--- src/gpc_defs.svh ---
`ifndef GPC_DEFS_SVH
`define GPC_DEFS_SVH

`define GPC_ADDR_W 4
`define GPC_PORT_W 8
`define GPC_PORT_NUM 4

`define GPC_OFS_DATA0 4'h0
`define GPC_OFS_DATA1 4'h1
`define GPC_OFS_DATA2 4'h2
`define GPC_OFS_DATA3 4'h3
`define GPC_OFS_STYLE_LO0 4'h4
`define GPC_OFS_STYLE_HI0 4'h5
`define GPC_OFS_STYLE_LO1 4'h6
`define GPC_OFS_STYLE_HI1 4'h7
`define GPC_OFS_STYLE_LO2 4'h8
`define GPC_OFS_STYLE_HI2 4'h9
`define GPC_OFS_STYLE_LO3 4'hA
`define GPC_OFS_STYLE_HI3 4'hB

`define GPC_RST_DATA 8'hFF
`define GPC_RST_STYLE 8'h00
`define GPC_RD_IDLE 8'h00

`define GPC_CODE_OPEN_DRAIN 2'h0
`define GPC_CODE_QUASI 2'h1
`define GPC_CODE_HIGH_Z 2'h2
`define GPC_CODE_PUSH_PULL 2'h3

`define GPC_CLK_NS 20
`define GPC_STRONG_NS 40
`define GPC_STRONG_CYC ((`GPC_STRONG_NS + `GPC_CLK_NS - 1) / `GPC_CLK_NS)
`define GPC_STRONG_W 2

`define GPC_P3_UPPER_LSB 5
`define GPC_FULL_MASK 8'hFF
`define GPC_SMALL_P3_MASK 8'h1F

`endif

--- src/gpc_pkg.sv ---
package gpc_pkg;
`include "gpc_defs.svh"

    typedef logic [`GPC_PORT_W-1:0] gpc_byte_type;

    typedef enum logic [1:0] {
        GPC_STYLE_OPEN_DRAIN = `GPC_CODE_OPEN_DRAIN,
        GPC_STYLE_QUASI = `GPC_CODE_QUASI,
        GPC_STYLE_HIGH_Z = `GPC_CODE_HIGH_Z,
        GPC_STYLE_PUSH_PULL = `GPC_CODE_PUSH_PULL
    } gpc_style_type;

    // Second register is the upper code bit
    function automatic gpc_style_type gpc_style_of(input logic hi, input logic lo);
        return gpc_style_type'({hi, lo});
    endfunction

endpackage

--- src/gpc_port_if.sv ---
`timescale 1ns/100ps
interface gpc_port_if #(parameter int W = 8);
    logic [W-1:0] latch;
    logic [W-1:0] style_lo;
    logic [W-1:0] style_hi;
    logic [W-1:0] pin_out;
    logic [W-1:0] pin_oe_n;
    logic [W-1:0] pin_pullup;

    modport regs (
        output latch,
        output style_lo,
        output style_hi,
        input pin_out,
        input pin_oe_n,
        input pin_pullup
    );

    modport drv (
        input latch,
        input style_lo,
        input style_hi,
        output pin_out,
        output pin_oe_n,
        output pin_pullup
    );
endinterface

--- src/gpc_addr_decode.sv ---
`timescale 1ns/100ps
`include "gpc_defs.svh"
module gpc_addr_decode
    import gpc_pkg::*;
(
    input wire logic [`GPC_ADDR_W-1:0] i_addr,
    output logic [`GPC_PORT_NUM-1:0] o_sel_data,
    output logic [`GPC_PORT_NUM-1:0] o_sel_lo,
    output logic [`GPC_PORT_NUM-1:0] o_sel_hi,
    output logic o_hit
);
    always_comb begin
        o_sel_data = '0;
        o_sel_lo = '0;
        o_sel_hi = '0;
        unique case (i_addr)
            `GPC_OFS_DATA0: o_sel_data[0] = 1'b1;
            `GPC_OFS_DATA1: o_sel_data[1] = 1'b1;
            `GPC_OFS_DATA2: o_sel_data[2] = 1'b1;
            `GPC_OFS_DATA3: o_sel_data[3] = 1'b1;
            `GPC_OFS_STYLE_LO0: o_sel_lo[0] = 1'b1;
            `GPC_OFS_STYLE_HI0: o_sel_hi[0] = 1'b1;
            `GPC_OFS_STYLE_LO1: o_sel_lo[1] = 1'b1;
            `GPC_OFS_STYLE_HI1: o_sel_hi[1] = 1'b1;
            `GPC_OFS_STYLE_LO2: o_sel_lo[2] = 1'b1;
            `GPC_OFS_STYLE_HI2: o_sel_hi[2] = 1'b1;
            `GPC_OFS_STYLE_LO3: o_sel_lo[3] = 1'b1;
            `GPC_OFS_STYLE_HI3: o_sel_hi[3] = 1'b1;
            default: ;
        endcase
        o_hit = |{o_sel_data, o_sel_lo, o_sel_hi};
    end
endmodule

--- src/gpc_port_drive.sv ---
`timescale 1ns/100ps
`include "gpc_defs.svh"
module gpc_port_drive
    import gpc_pkg::*;
#(
    parameter int W = 8,
    parameter logic [W-1:0] PIN_MASK = '1
) (
    input wire logic i_sys_clk,
    input wire logic i_rst,
    gpc_port_if.drv port
);
    localparam logic [`GPC_STRONG_W-1:0] STRONG_LOAD = `GPC_STRONG_W'(`GPC_STRONG_CYC - 1);

    logic [W-1:0] prev_r;
    logic [`GPC_STRONG_W-1:0] cnt_r [W];
    logic [W-1:0] out_nxt;
    logic [W-1:0] oe_n_nxt;
    logic [W-1:0] pull_nxt;

    always_ff @(posedge i_sys_clk) begin
        if (i_rst) begin
            prev_r <= `GPC_RST_DATA;
        end else begin
            prev_r <= port.latch;
        end
    end

    // Strong pull-up one-shot after a 0 to 1 latch change
    always_ff @(posedge i_sys_clk) begin
        for (int b = 0; b < W; b++) begin
            if (i_rst) begin
                cnt_r[b] <= '0;
            end else if (gpc_style_of(port.style_hi[b], port.style_lo[b]) != GPC_STYLE_QUASI
                         || !port.latch[b]) begin
                cnt_r[b] <= '0;
            end else if (!prev_r[b]) begin
                cnt_r[b] <= STRONG_LOAD; // [RULE4]
            end else if (cnt_r[b] != '0) begin
                cnt_r[b] <= cnt_r[b] - 1'b1;
            end
        end
    end

    always_comb begin
        for (int b = 0; b < W; b++) begin
            out_nxt[b] = 1'b0;
            oe_n_nxt[b] = 1'b1;
            pull_nxt[b] = 1'b0;
            unique case (gpc_style_of(port.style_hi[b], port.style_lo[b])) // [RULE2] [RULE8]
                GPC_STYLE_OPEN_DRAIN: begin
                    oe_n_nxt[b] = port.latch[b]; // [RULE3]
                end
                GPC_STYLE_QUASI: begin
                    pull_nxt[b] = 1'b1; // [RULE4]
                    out_nxt[b] = port.latch[b];
                    oe_n_nxt[b] = port.latch[b] && prev_r[b] && cnt_r[b] == '0;
                end
                GPC_STYLE_HIGH_Z: begin
                    oe_n_nxt[b] = 1'b1; // [RULE5]
                end
                GPC_STYLE_PUSH_PULL: begin
                    out_nxt[b] = port.latch[b]; // [RULE6]
                    oe_n_nxt[b] = 1'b0;
                end
            endcase
        end
    end

    always_ff @(posedge i_sys_clk) begin
        if (i_rst) begin
            port.pin_out <= '0;
            port.pin_oe_n <= '1;
            port.pin_pullup <= '0;
        end else begin
            port.pin_out <= out_nxt & PIN_MASK; // [RULE7]
            port.pin_oe_n <= oe_n_nxt | ~PIN_MASK;
            port.pin_pullup <= pull_nxt & PIN_MASK;
        end
    end
endmodule

--- src/gpc_top.sv ---
// Behaviour
// RULE1: Four 8-bit port latches, one per port
// RULE2: Pin n style from bit n of both
// RULE3: Code 00 gives open-drain output
// RULE4: Code 01 gives quasi-bidirectional pin
// RULE5: Code 10 leaves pin high-impedance input
// RULE6: Code 11 drives push-pull both ways
// RULE7: Port 3 bits 7-5 only full package
// RULE8: Second register bit is code upper bit
//
// Our own choices: the register offsets and the plain strobed port.
`timescale 1ns/100ps
`include "gpc_defs.svh"
module gpc_top
    import gpc_pkg::*;
#(
    parameter bit FULL_PKG = 1'b1
) (
    input wire logic i_sys_clk,
    input wire logic i_rst,
    input wire logic [`GPC_ADDR_W-1:0] i_addr,
    input wire logic [`GPC_PORT_W-1:0] i_wdata,
    input wire logic i_wr,
    input wire logic i_rd,
    output logic [`GPC_PORT_W-1:0] o_rdata,
    input wire logic [`GPC_PORT_NUM*`GPC_PORT_W-1:0] i_pin_in,
    output logic [`GPC_PORT_NUM*`GPC_PORT_W-1:0] o_pin_out,
    output logic [`GPC_PORT_NUM*`GPC_PORT_W-1:0] o_pin_oe_n,
    output logic [`GPC_PORT_NUM*`GPC_PORT_W-1:0] o_pin_pullup
);
    localparam int NP = `GPC_PORT_NUM;
    localparam int PW = `GPC_PORT_W;
    localparam int NPIN = NP * PW;
    localparam logic [PW-1:0] P3_MASK = FULL_PKG ? `GPC_FULL_MASK : `GPC_SMALL_P3_MASK;
    localparam logic [NPIN-1:0] PIN_MASK_ALL = {P3_MASK, {(NPIN-PW){1'b1}}};

    gpc_byte_type data_r [NP];
    gpc_byte_type style_lo_r [NP];
    gpc_byte_type style_hi_r [NP];
    gpc_byte_type rdata_r;
    gpc_byte_type rdata_nxt;

    logic [NP-1:0] sel_data;
    logic [NP-1:0] sel_lo;
    logic [NP-1:0] sel_hi;
    logic hit;

    logic [NPIN-1:0] latch_all;
    logic [NPIN-1:0] lo_all;
    logic [NPIN-1:0] hi_all;

    gpc_port_if #(.W(PW)) port_if [NP] ();

    gpc_addr_decode u_dec (
        .i_addr(i_addr),
        .o_sel_data(sel_data),
        .o_sel_lo(sel_lo),
        .o_sel_hi(sel_hi),
        .o_hit(hit)
    );

    // Port latches
    always_ff @(posedge i_sys_clk) begin
        for (int p = 0; p < NP; p++) begin
            if (i_rst) begin
                data_r[p] <= `GPC_RST_DATA;
            end else if (i_wr && sel_data[p]) begin
                data_r[p] <= i_wdata; // [RULE1]
            end
        end
    end

    // Style registers, lower code bit
    always_ff @(posedge i_sys_clk) begin
        for (int p = 0; p < NP; p++) begin
            if (i_rst) begin
                style_lo_r[p] <= `GPC_RST_STYLE;
            end else if (i_wr && sel_lo[p]) begin
                style_lo_r[p] <= i_wdata; // [RULE2]
            end
        end
    end

    // Style registers, upper code bit
    always_ff @(posedge i_sys_clk) begin
        for (int p = 0; p < NP; p++) begin
            if (i_rst) begin
                style_hi_r[p] <= `GPC_RST_STYLE;
            end else if (i_wr && sel_hi[p]) begin
                style_hi_r[p] <= i_wdata; // [RULE8]
            end
        end
    end

    // Data reads return pin levels; absent pins return the latch
    always_comb begin
        rdata_nxt = `GPC_RD_IDLE;
        for (int p = 0; p < NP; p++) begin
            if (sel_data[p]) begin
                rdata_nxt = (i_pin_in[p*PW +: PW] & PIN_MASK_ALL[p*PW +: PW])
                          | (data_r[p] & ~PIN_MASK_ALL[p*PW +: PW]); // [RULE1] [RULE7]
            end
            if (sel_lo[p]) begin
                rdata_nxt = style_lo_r[p];
            end
            if (sel_hi[p]) begin
                rdata_nxt = style_hi_r[p];
            end
        end
        if (!hit) begin
            rdata_nxt = `GPC_RD_IDLE;
        end
    end

    always_ff @(posedge i_sys_clk) begin
        if (i_rst) begin
            rdata_r <= `GPC_RD_IDLE;
        end else if (i_rd) begin
            rdata_r <= rdata_nxt;
        end else begin
            rdata_r <= `GPC_RD_IDLE;
        end
    end

    assign o_rdata = rdata_r;

    for (genvar p = 0; p < NP; p++) begin : g_port
        assign port_if[p].latch = data_r[p];
        assign port_if[p].style_lo = style_lo_r[p];
        assign port_if[p].style_hi = style_hi_r[p];
        assign o_pin_out[p*PW +: PW] = port_if[p].pin_out;
        assign o_pin_oe_n[p*PW +: PW] = port_if[p].pin_oe_n;
        assign o_pin_pullup[p*PW +: PW] = port_if[p].pin_pullup;
        assign latch_all[p*PW +: PW] = data_r[p];
        assign lo_all[p*PW +: PW] = style_lo_r[p];
        assign hi_all[p*PW +: PW] = style_hi_r[p];

        gpc_port_drive #(
            .W(PW),
            .PIN_MASK(PIN_MASK_ALL[p*PW +: PW]) // [RULE7]
        ) u_drv (
            .i_sys_clk(i_sys_clk),
            .i_rst(i_rst),
            .port(port_if[p])
        );
    end

    // Register bus checks
    chk_latch_write: assert property ( // [RULE1]
        @(posedge i_sys_clk) disable iff (i_rst)
        (i_wr && i_addr == `GPC_OFS_DATA0)
        |=> data_r[0] == $past(i_wdata)
    ) else $error("port latch did not take written byte");

    chk_latch_hold: assert property ( // [RULE1]
        @(posedge i_sys_clk) disable iff (i_rst)
        !(i_wr && sel_data[3]) |=> $stable(data_r[3])
    ) else $error("port 3 latch changed without a write");

    chk_style_pair: assert property ( // [RULE2]
        @(posedge i_sys_clk) disable iff (i_rst)
        (i_wr && i_addr == `GPC_OFS_STYLE_HI2)
        |=> (style_hi_r[2] == $past(i_wdata)) && $stable(style_lo_r[2])
    ) else $error("upper style write disturbed the wrong register");

    chk_read_timing: assert property (
        @(posedge i_sys_clk) disable iff (i_rst)
        (i_rd && i_addr == `GPC_OFS_STYLE_LO1)
        |=> o_rdata == $past(style_lo_r[1]) ##1 ($past(i_rd) || o_rdata == `GPC_RD_IDLE)
    ) else $error("read data not in the cycle after the strobe");

    chk_read_pin: assert property ( // [RULE1]
        @(posedge i_sys_clk) disable iff (i_rst)
        (i_rd && i_addr == `GPC_OFS_DATA0) |=> o_rdata == $past(i_pin_in[PW-1:0])
    ) else $error("port 0 read did not return pin levels");

    chk_read_unmapped: assert property (
        @(posedge i_sys_clk) disable iff (i_rst)
        (i_rd && !hit) |=> o_rdata == `GPC_RD_IDLE
    ) else $error("unmapped read returned data");

    chk_read_idle: assert property (
        @(posedge i_sys_clk) disable iff (i_rst)
        !i_rd |=> o_rdata == `GPC_RD_IDLE
    ) else $error("read data present without a read strobe");

    // Per-pin output style checks
    for (genvar n = 0; n < NPIN; n++) begin : g_chk
        if (PIN_MASK_ALL[n]) begin : g_present
            chk_open_drain: assert property ( // [RULE3]
                @(posedge i_sys_clk) disable iff (i_rst)
                ({hi_all[n], lo_all[n]} == `GPC_CODE_OPEN_DRAIN)
                |=> !o_pin_out[n] && !o_pin_pullup[n]
                    && o_pin_oe_n[n] == $past(latch_all[n])
            ) else $error("open-drain pin drove high or missed low");

            chk_quasi_low: assert property ( // [RULE4]
                @(posedge i_sys_clk) disable iff (i_rst)
                ({hi_all[n], lo_all[n]} == `GPC_CODE_QUASI && !latch_all[n])
                |=> !o_pin_oe_n[n] && !o_pin_out[n] && o_pin_pullup[n]
            ) else $error("quasi pin not pulled low for a zero latch");

            chk_quasi_strong: assert property ( // [RULE4]
                @(posedge i_sys_clk) disable iff (i_rst)
                ({hi_all[n], lo_all[n]} == `GPC_CODE_QUASI && $rose(latch_all[n]))
                ##1 ({hi_all[n], lo_all[n]} == `GPC_CODE_QUASI && latch_all[n])
                |-> (!o_pin_oe_n[n] && o_pin_out[n]) ##1 (!o_pin_oe_n[n] && o_pin_out[n])
            ) else $error("quasi pin missed its strong high pulse");

            chk_quasi_weak: assert property ( // [RULE4]
                @(posedge i_sys_clk) disable iff (i_rst)
                ({hi_all[n], lo_all[n]} == `GPC_CODE_QUASI && latch_all[n])[*3]
                |=> o_pin_oe_n[n] && o_pin_pullup[n]
            ) else $error("quasi pin kept driving after strong pulse");

            chk_high_z: assert property ( // [RULE5]
                @(posedge i_sys_clk) disable iff (i_rst)
                ({hi_all[n], lo_all[n]} == `GPC_CODE_HIGH_Z)
                |=> o_pin_oe_n[n] && !o_pin_pullup[n] && !o_pin_out[n]
            ) else $error("high-impedance pin was driven");

            chk_push_pull: assert property ( // [RULE6]
                @(posedge i_sys_clk) disable iff (i_rst)
                ({hi_all[n], lo_all[n]} == `GPC_CODE_PUSH_PULL)
                |=> !o_pin_oe_n[n] && o_pin_out[n] == $past(latch_all[n])
            ) else $error("push-pull pin did not follow its latch");

            chk_code_order: assert property ( // [RULE8]
                @(posedge i_sys_clk) disable iff (i_rst)
                (hi_all[n] && !lo_all[n]) |=> o_pin_oe_n[n]
            ) else $error("code bit halves taken in the wrong order");
        end else begin : g_absent
            chk_absent_pin: assert property ( // [RULE7]
                @(posedge i_sys_clk) disable iff (i_rst)
                1'b1 |=> o_pin_oe_n[n] && !o_pin_out[n] && !o_pin_pullup[n]
            ) else $error("absent port 3 pin was driven");
        end
    end

    chk_reset_released: assert property (
        @(posedge i_sys_clk)
        i_rst |=> o_pin_oe_n == '1 && o_rdata == `GPC_RD_IDLE && data_r[0] == `GPC_RST_DATA
    ) else $error("reset did not release pins and latches");
endmodule

--- config.mk ---
export PLATFORM = sky130hd
export DESIGN_NAME = gpc_top
export DESIGN_NICKNAME = d
export VERILOG_FILES = /design/src/gpc_pkg.sv /design/src/gpc_port_if.sv /design/src/gpc_addr_decode.sv /design/src/gpc_port_drive.sv /design/src/gpc_top.sv
export VERILOG_INCLUDE_DIRS = /design/src
export SDC_FILE = /design/constraint.sdc
export NUM_CORES = 1
export LEC_CHECK = 0
export BUFFER_PORTS_ARGS = -buffer_cell sky130_fd_sc_hd__buf_2
export CAP_MARGIN = 10
export CORE_MARGIN = 5
export CORE_UTILIZATION = 40
export CTS_CLUSTER_SIZE = 8
export DETAILED_ROUTE_END_ITERATION = 12
export SYNTH_ARGS = -nofsm -noshare
export SYNTH_HDL_FRONTEND = slang
export SYNTH_SLANG_ARGS = --single-unit
--- constraint.sdc ---
create_clock -name i_sys_clk -period 4.95 [get_ports i_sys_clk]
set_input_delay 0.7425 -clock i_sys_clk [delete_from_list [all_inputs] [get_ports i_sys_clk]]
set_output_delay 0.7425 -clock i_sys_clk [all_outputs]
set_load 0.02 [all_outputs]
==> run summary <==
antenna violations before repair = 2
nets@finish = 1,339
CP peak stage delay = 0.68 ns
Synth Flop Type = edfxtp_1
DR pass1 iterations = 6
setup violators final = 0
synthesis-stage register bit count = 296
Pleak = 6.125 nW
slew margin rel. = 41.22%
die area = 35,070 µm²
Port-buffer cells = 151
Largest delay share family, worst path = compound AO/OA/AOI/OAI gates
Max IR drop VDD = 0.1936 mV
post-DR wirelength/cell = 17.83 µm
post-synth cell types = 59
H-tree levels = 2
crit path cell chain = buf_2, and2b_1, nand2_1, o21bai_1
worst path bufs/invs = 1
CP Data Arrival Time = 2.47 ns
post-CTS setup buffer count = 0
Post-synth EDFFs = 160
Die Y = 187.3 µm
clk root buf = clkbuf_16
GR Overflow Total = 0
TritonCTS Buffers = 43
crit path time final = 2.337 ns
largest net degree at the start of global routing = 69
Core ar. = 31,310 µm²
fmax = 0.4279 GHz
clk slew on worst S/H paths = 0.05 ns
chip width = 187.3 µm
fin cells = 1,693
antenna-violating nets left = 0
Worst Hold Slack = 0.4914 ns
Final Total Pwr = 5.965 mW
final count of hold timing violations = 0
sequential area share after synthesis = 59.88%
diode count = 0
final period utilization = 47.21%
gpl congestion = 0.8273
fillcell total = 2,844
maxcap violations = 0
Vias = 8,587
TNS Setup = 0 ns
Req. time, crit path = 5.09 ns
# rows = 65
Initial Utilization = 40.14%
placed wire-length estimate = 21,810 µm
number of DRC markers in iteration 0 = 704
worst clock skew = 0.01306 ns
Placed Cells incl. Taps = 1,616
DRT Wirelength = 30,180 µm
Skew-Pair Late Insertion Delay = 0.52 ns
synthesized area = 12,570 µm²
CTS tree = yes
RSZ-0062 raised after global routing = false
clock buffer depth = 3
Worst-Margin Slew = 0.8816 ns
hold crit path type = reg2reg
mean number of vias per cell = 5.072
Boundary Pins = 152
critical path startpoint category = input pin
share of cells above drive strength 1 = 19.05%
Synth-to-Final Area Change = 18.59%
total track usage = 16.88%
Syn Nets = 1,184
syn_area_per_cell = 11.39 µm²
critical path peak fanout = 41
CTS Sinks = 296
status = completed
first-pass GRT wire length = 46,780 µm
crit path capture type = flop
hold-fix buffers at CTS = 0
vias in the first global route = 8,354
Async SR Flop Fraction = 0%
power per cell area = 400.2 nW/µm²
Slew Limit Fails = 0
Setup Crit Path Kind = in2reg
CP max-delay cell = o21bai_1
# resized after CTS = 0
Gate Count Post-Synth = 1,104
DRC = 0
Yosys warnings = 0
-- path summary, 6_finish.rpt --
path	start	to	slack [ns]	cells after the start
max	i_addr[2]	style_hi_r[1][7]	2.61	4
min	data_r[2][2]	g_port[2].u_drv.prev_r[2]	0.49	1
max reg2reg	style_hi_r[0][3]	o_rdata[3]	3.44	3
min reg2reg	data_r[2][2]	g_port[2].u_drv.prev_r[2]	0.49	1
-- where the power goes --
group	leakage [nW]	internal [mW]	switching (mW)
Clock	0.601	1.69	1.00
Sequential	2.83	2.72	0.0945
Combinational	2.69	0.172	0.283
-- placed cells by master, fill, tap and decap left out, types with 32 or more instances in the layout --
| cell | n |
|---|---|
| or2_1 | 35 |
| and2_1 | 66 |
| and3_1 | 47 |
| edfxtp_1 | 160 |
| buf_2 | 150 |
| ha_1 | 32 |
| clkbuf_16 | 45 |
| and3b_1 | 34 |
| o21ai_0 | 102 |
| dfxtp_1 | 136 |
| nand3_1 | 33 |
| inv_1 | 65 |
| nor3b_1 | 40 |
| nor2b_1 | 32 |
| nand2b_1 | 43 |
| nor2_1 | 33 |
| nand2_1 | 55 |
-- area by class of cell --
type / instances / area (µm²) / area share, %
multi-input combinational: 699 / 4594 / 30.82
inverter: 66 / 247.7 / 1.662
clock buffer: 76 / 1252 / 8.402
timing repair buffer: 153 / 773.2 / 5.187
tap: 402 / 503.0 / 3.374
clock inverter: 1 / 8.758 / 0.05875
sequential: 296 / 7527 / 50.50
-- kinds of logic (layout without fill, tap and decap cells) --
logic type	Yosys count	after routing	share of synthesized area, %
AO/OA/AOI/OAI	170	170	8.103
XOR/XNOR	1	1	0.06969
AND/OR/NAND/NOR	476	476	23.04
flip-flops	296	296	59.88
multiplexers	20	20	2.150
adder cells (fa/ha/maj)	32	32	3.185
buffers and inverters	109	296	3.564
-- routing by layer --
| layer | track usage, % | part of all wire, % | wire, µm | vias up |
|---|---|---|---|---|
| met2 | 26.76 | 45 | 13580 | 267 |
| met4 | 5.290 | 2.8 | 840 | 4 |
| met1 | 23.51 | 46 | 13800 | 4028 |
| met3 | 3.285 | 6.5 | 1948 | 55 |
| li1 | - | - | - | 4233 |
| met5 | 0 | 0.070 | 21 | - |
-- cell usage after synthesis (22+ instances only) --
| cell | count | area [µm²] |
|---|---|---|
| o21ai_0 | 102 | 510.5 |
| or2_1 | 35 | 219.0 |
| nor2_1 | 33 | 123.9 |
| nand2_1 | 55 | 206.5 |
| and2_1 | 66 | 412.9 |
| dfxtp_1 | 136 | 2723 |
| or2_2 | 22 | 137.6 |
| inv_1 | 65 | 244.0 |
| nor2b_1 | 32 | 200.2 |
| nor3b_1 | 40 | 300.3 |
| edfxtp_1 | 160 | 4805 |
| and3_1 | 47 | 294.0 |
| and3b_1 | 34 | 297.8 |
| ha_1 | 32 | 400.4 |
| nand2b_1 | 43 | 269.0 |
| nand3_1 | 33 | 165.2 |
-- metrics by stage --
step | worst slack [ns] | cell area (µm²) | util [%]
2_1_floorplan | 2.746 | 12570 | -
3_3_place_gp | 2.171 | 13650 | 43.58
3_5_place_dp | 2.109 | 13650 | 43.58
4_1_cts | 2.634 | 14910 | 47.61
5_1_grt | 2.478 | 14910 | 47.61
6_report | 2.613 | 14910 | 47.61
-- state kept, by name, indices dropped and copies added (netlist names) --
name                          flops
data_r                           32
g_port.u_drv.cnt_r               64
g_port.u_drv.port.pin_oe_n       32
g_port.u_drv.port.pin_out        32
g_port.u_drv.port.pin_pullup     32
g_port.u_drv.prev_r              32
o_rdata                           8
style_hi_r                       32
style_lo_r                       32
Note: power is estimated with default switching activity, not from simulation.
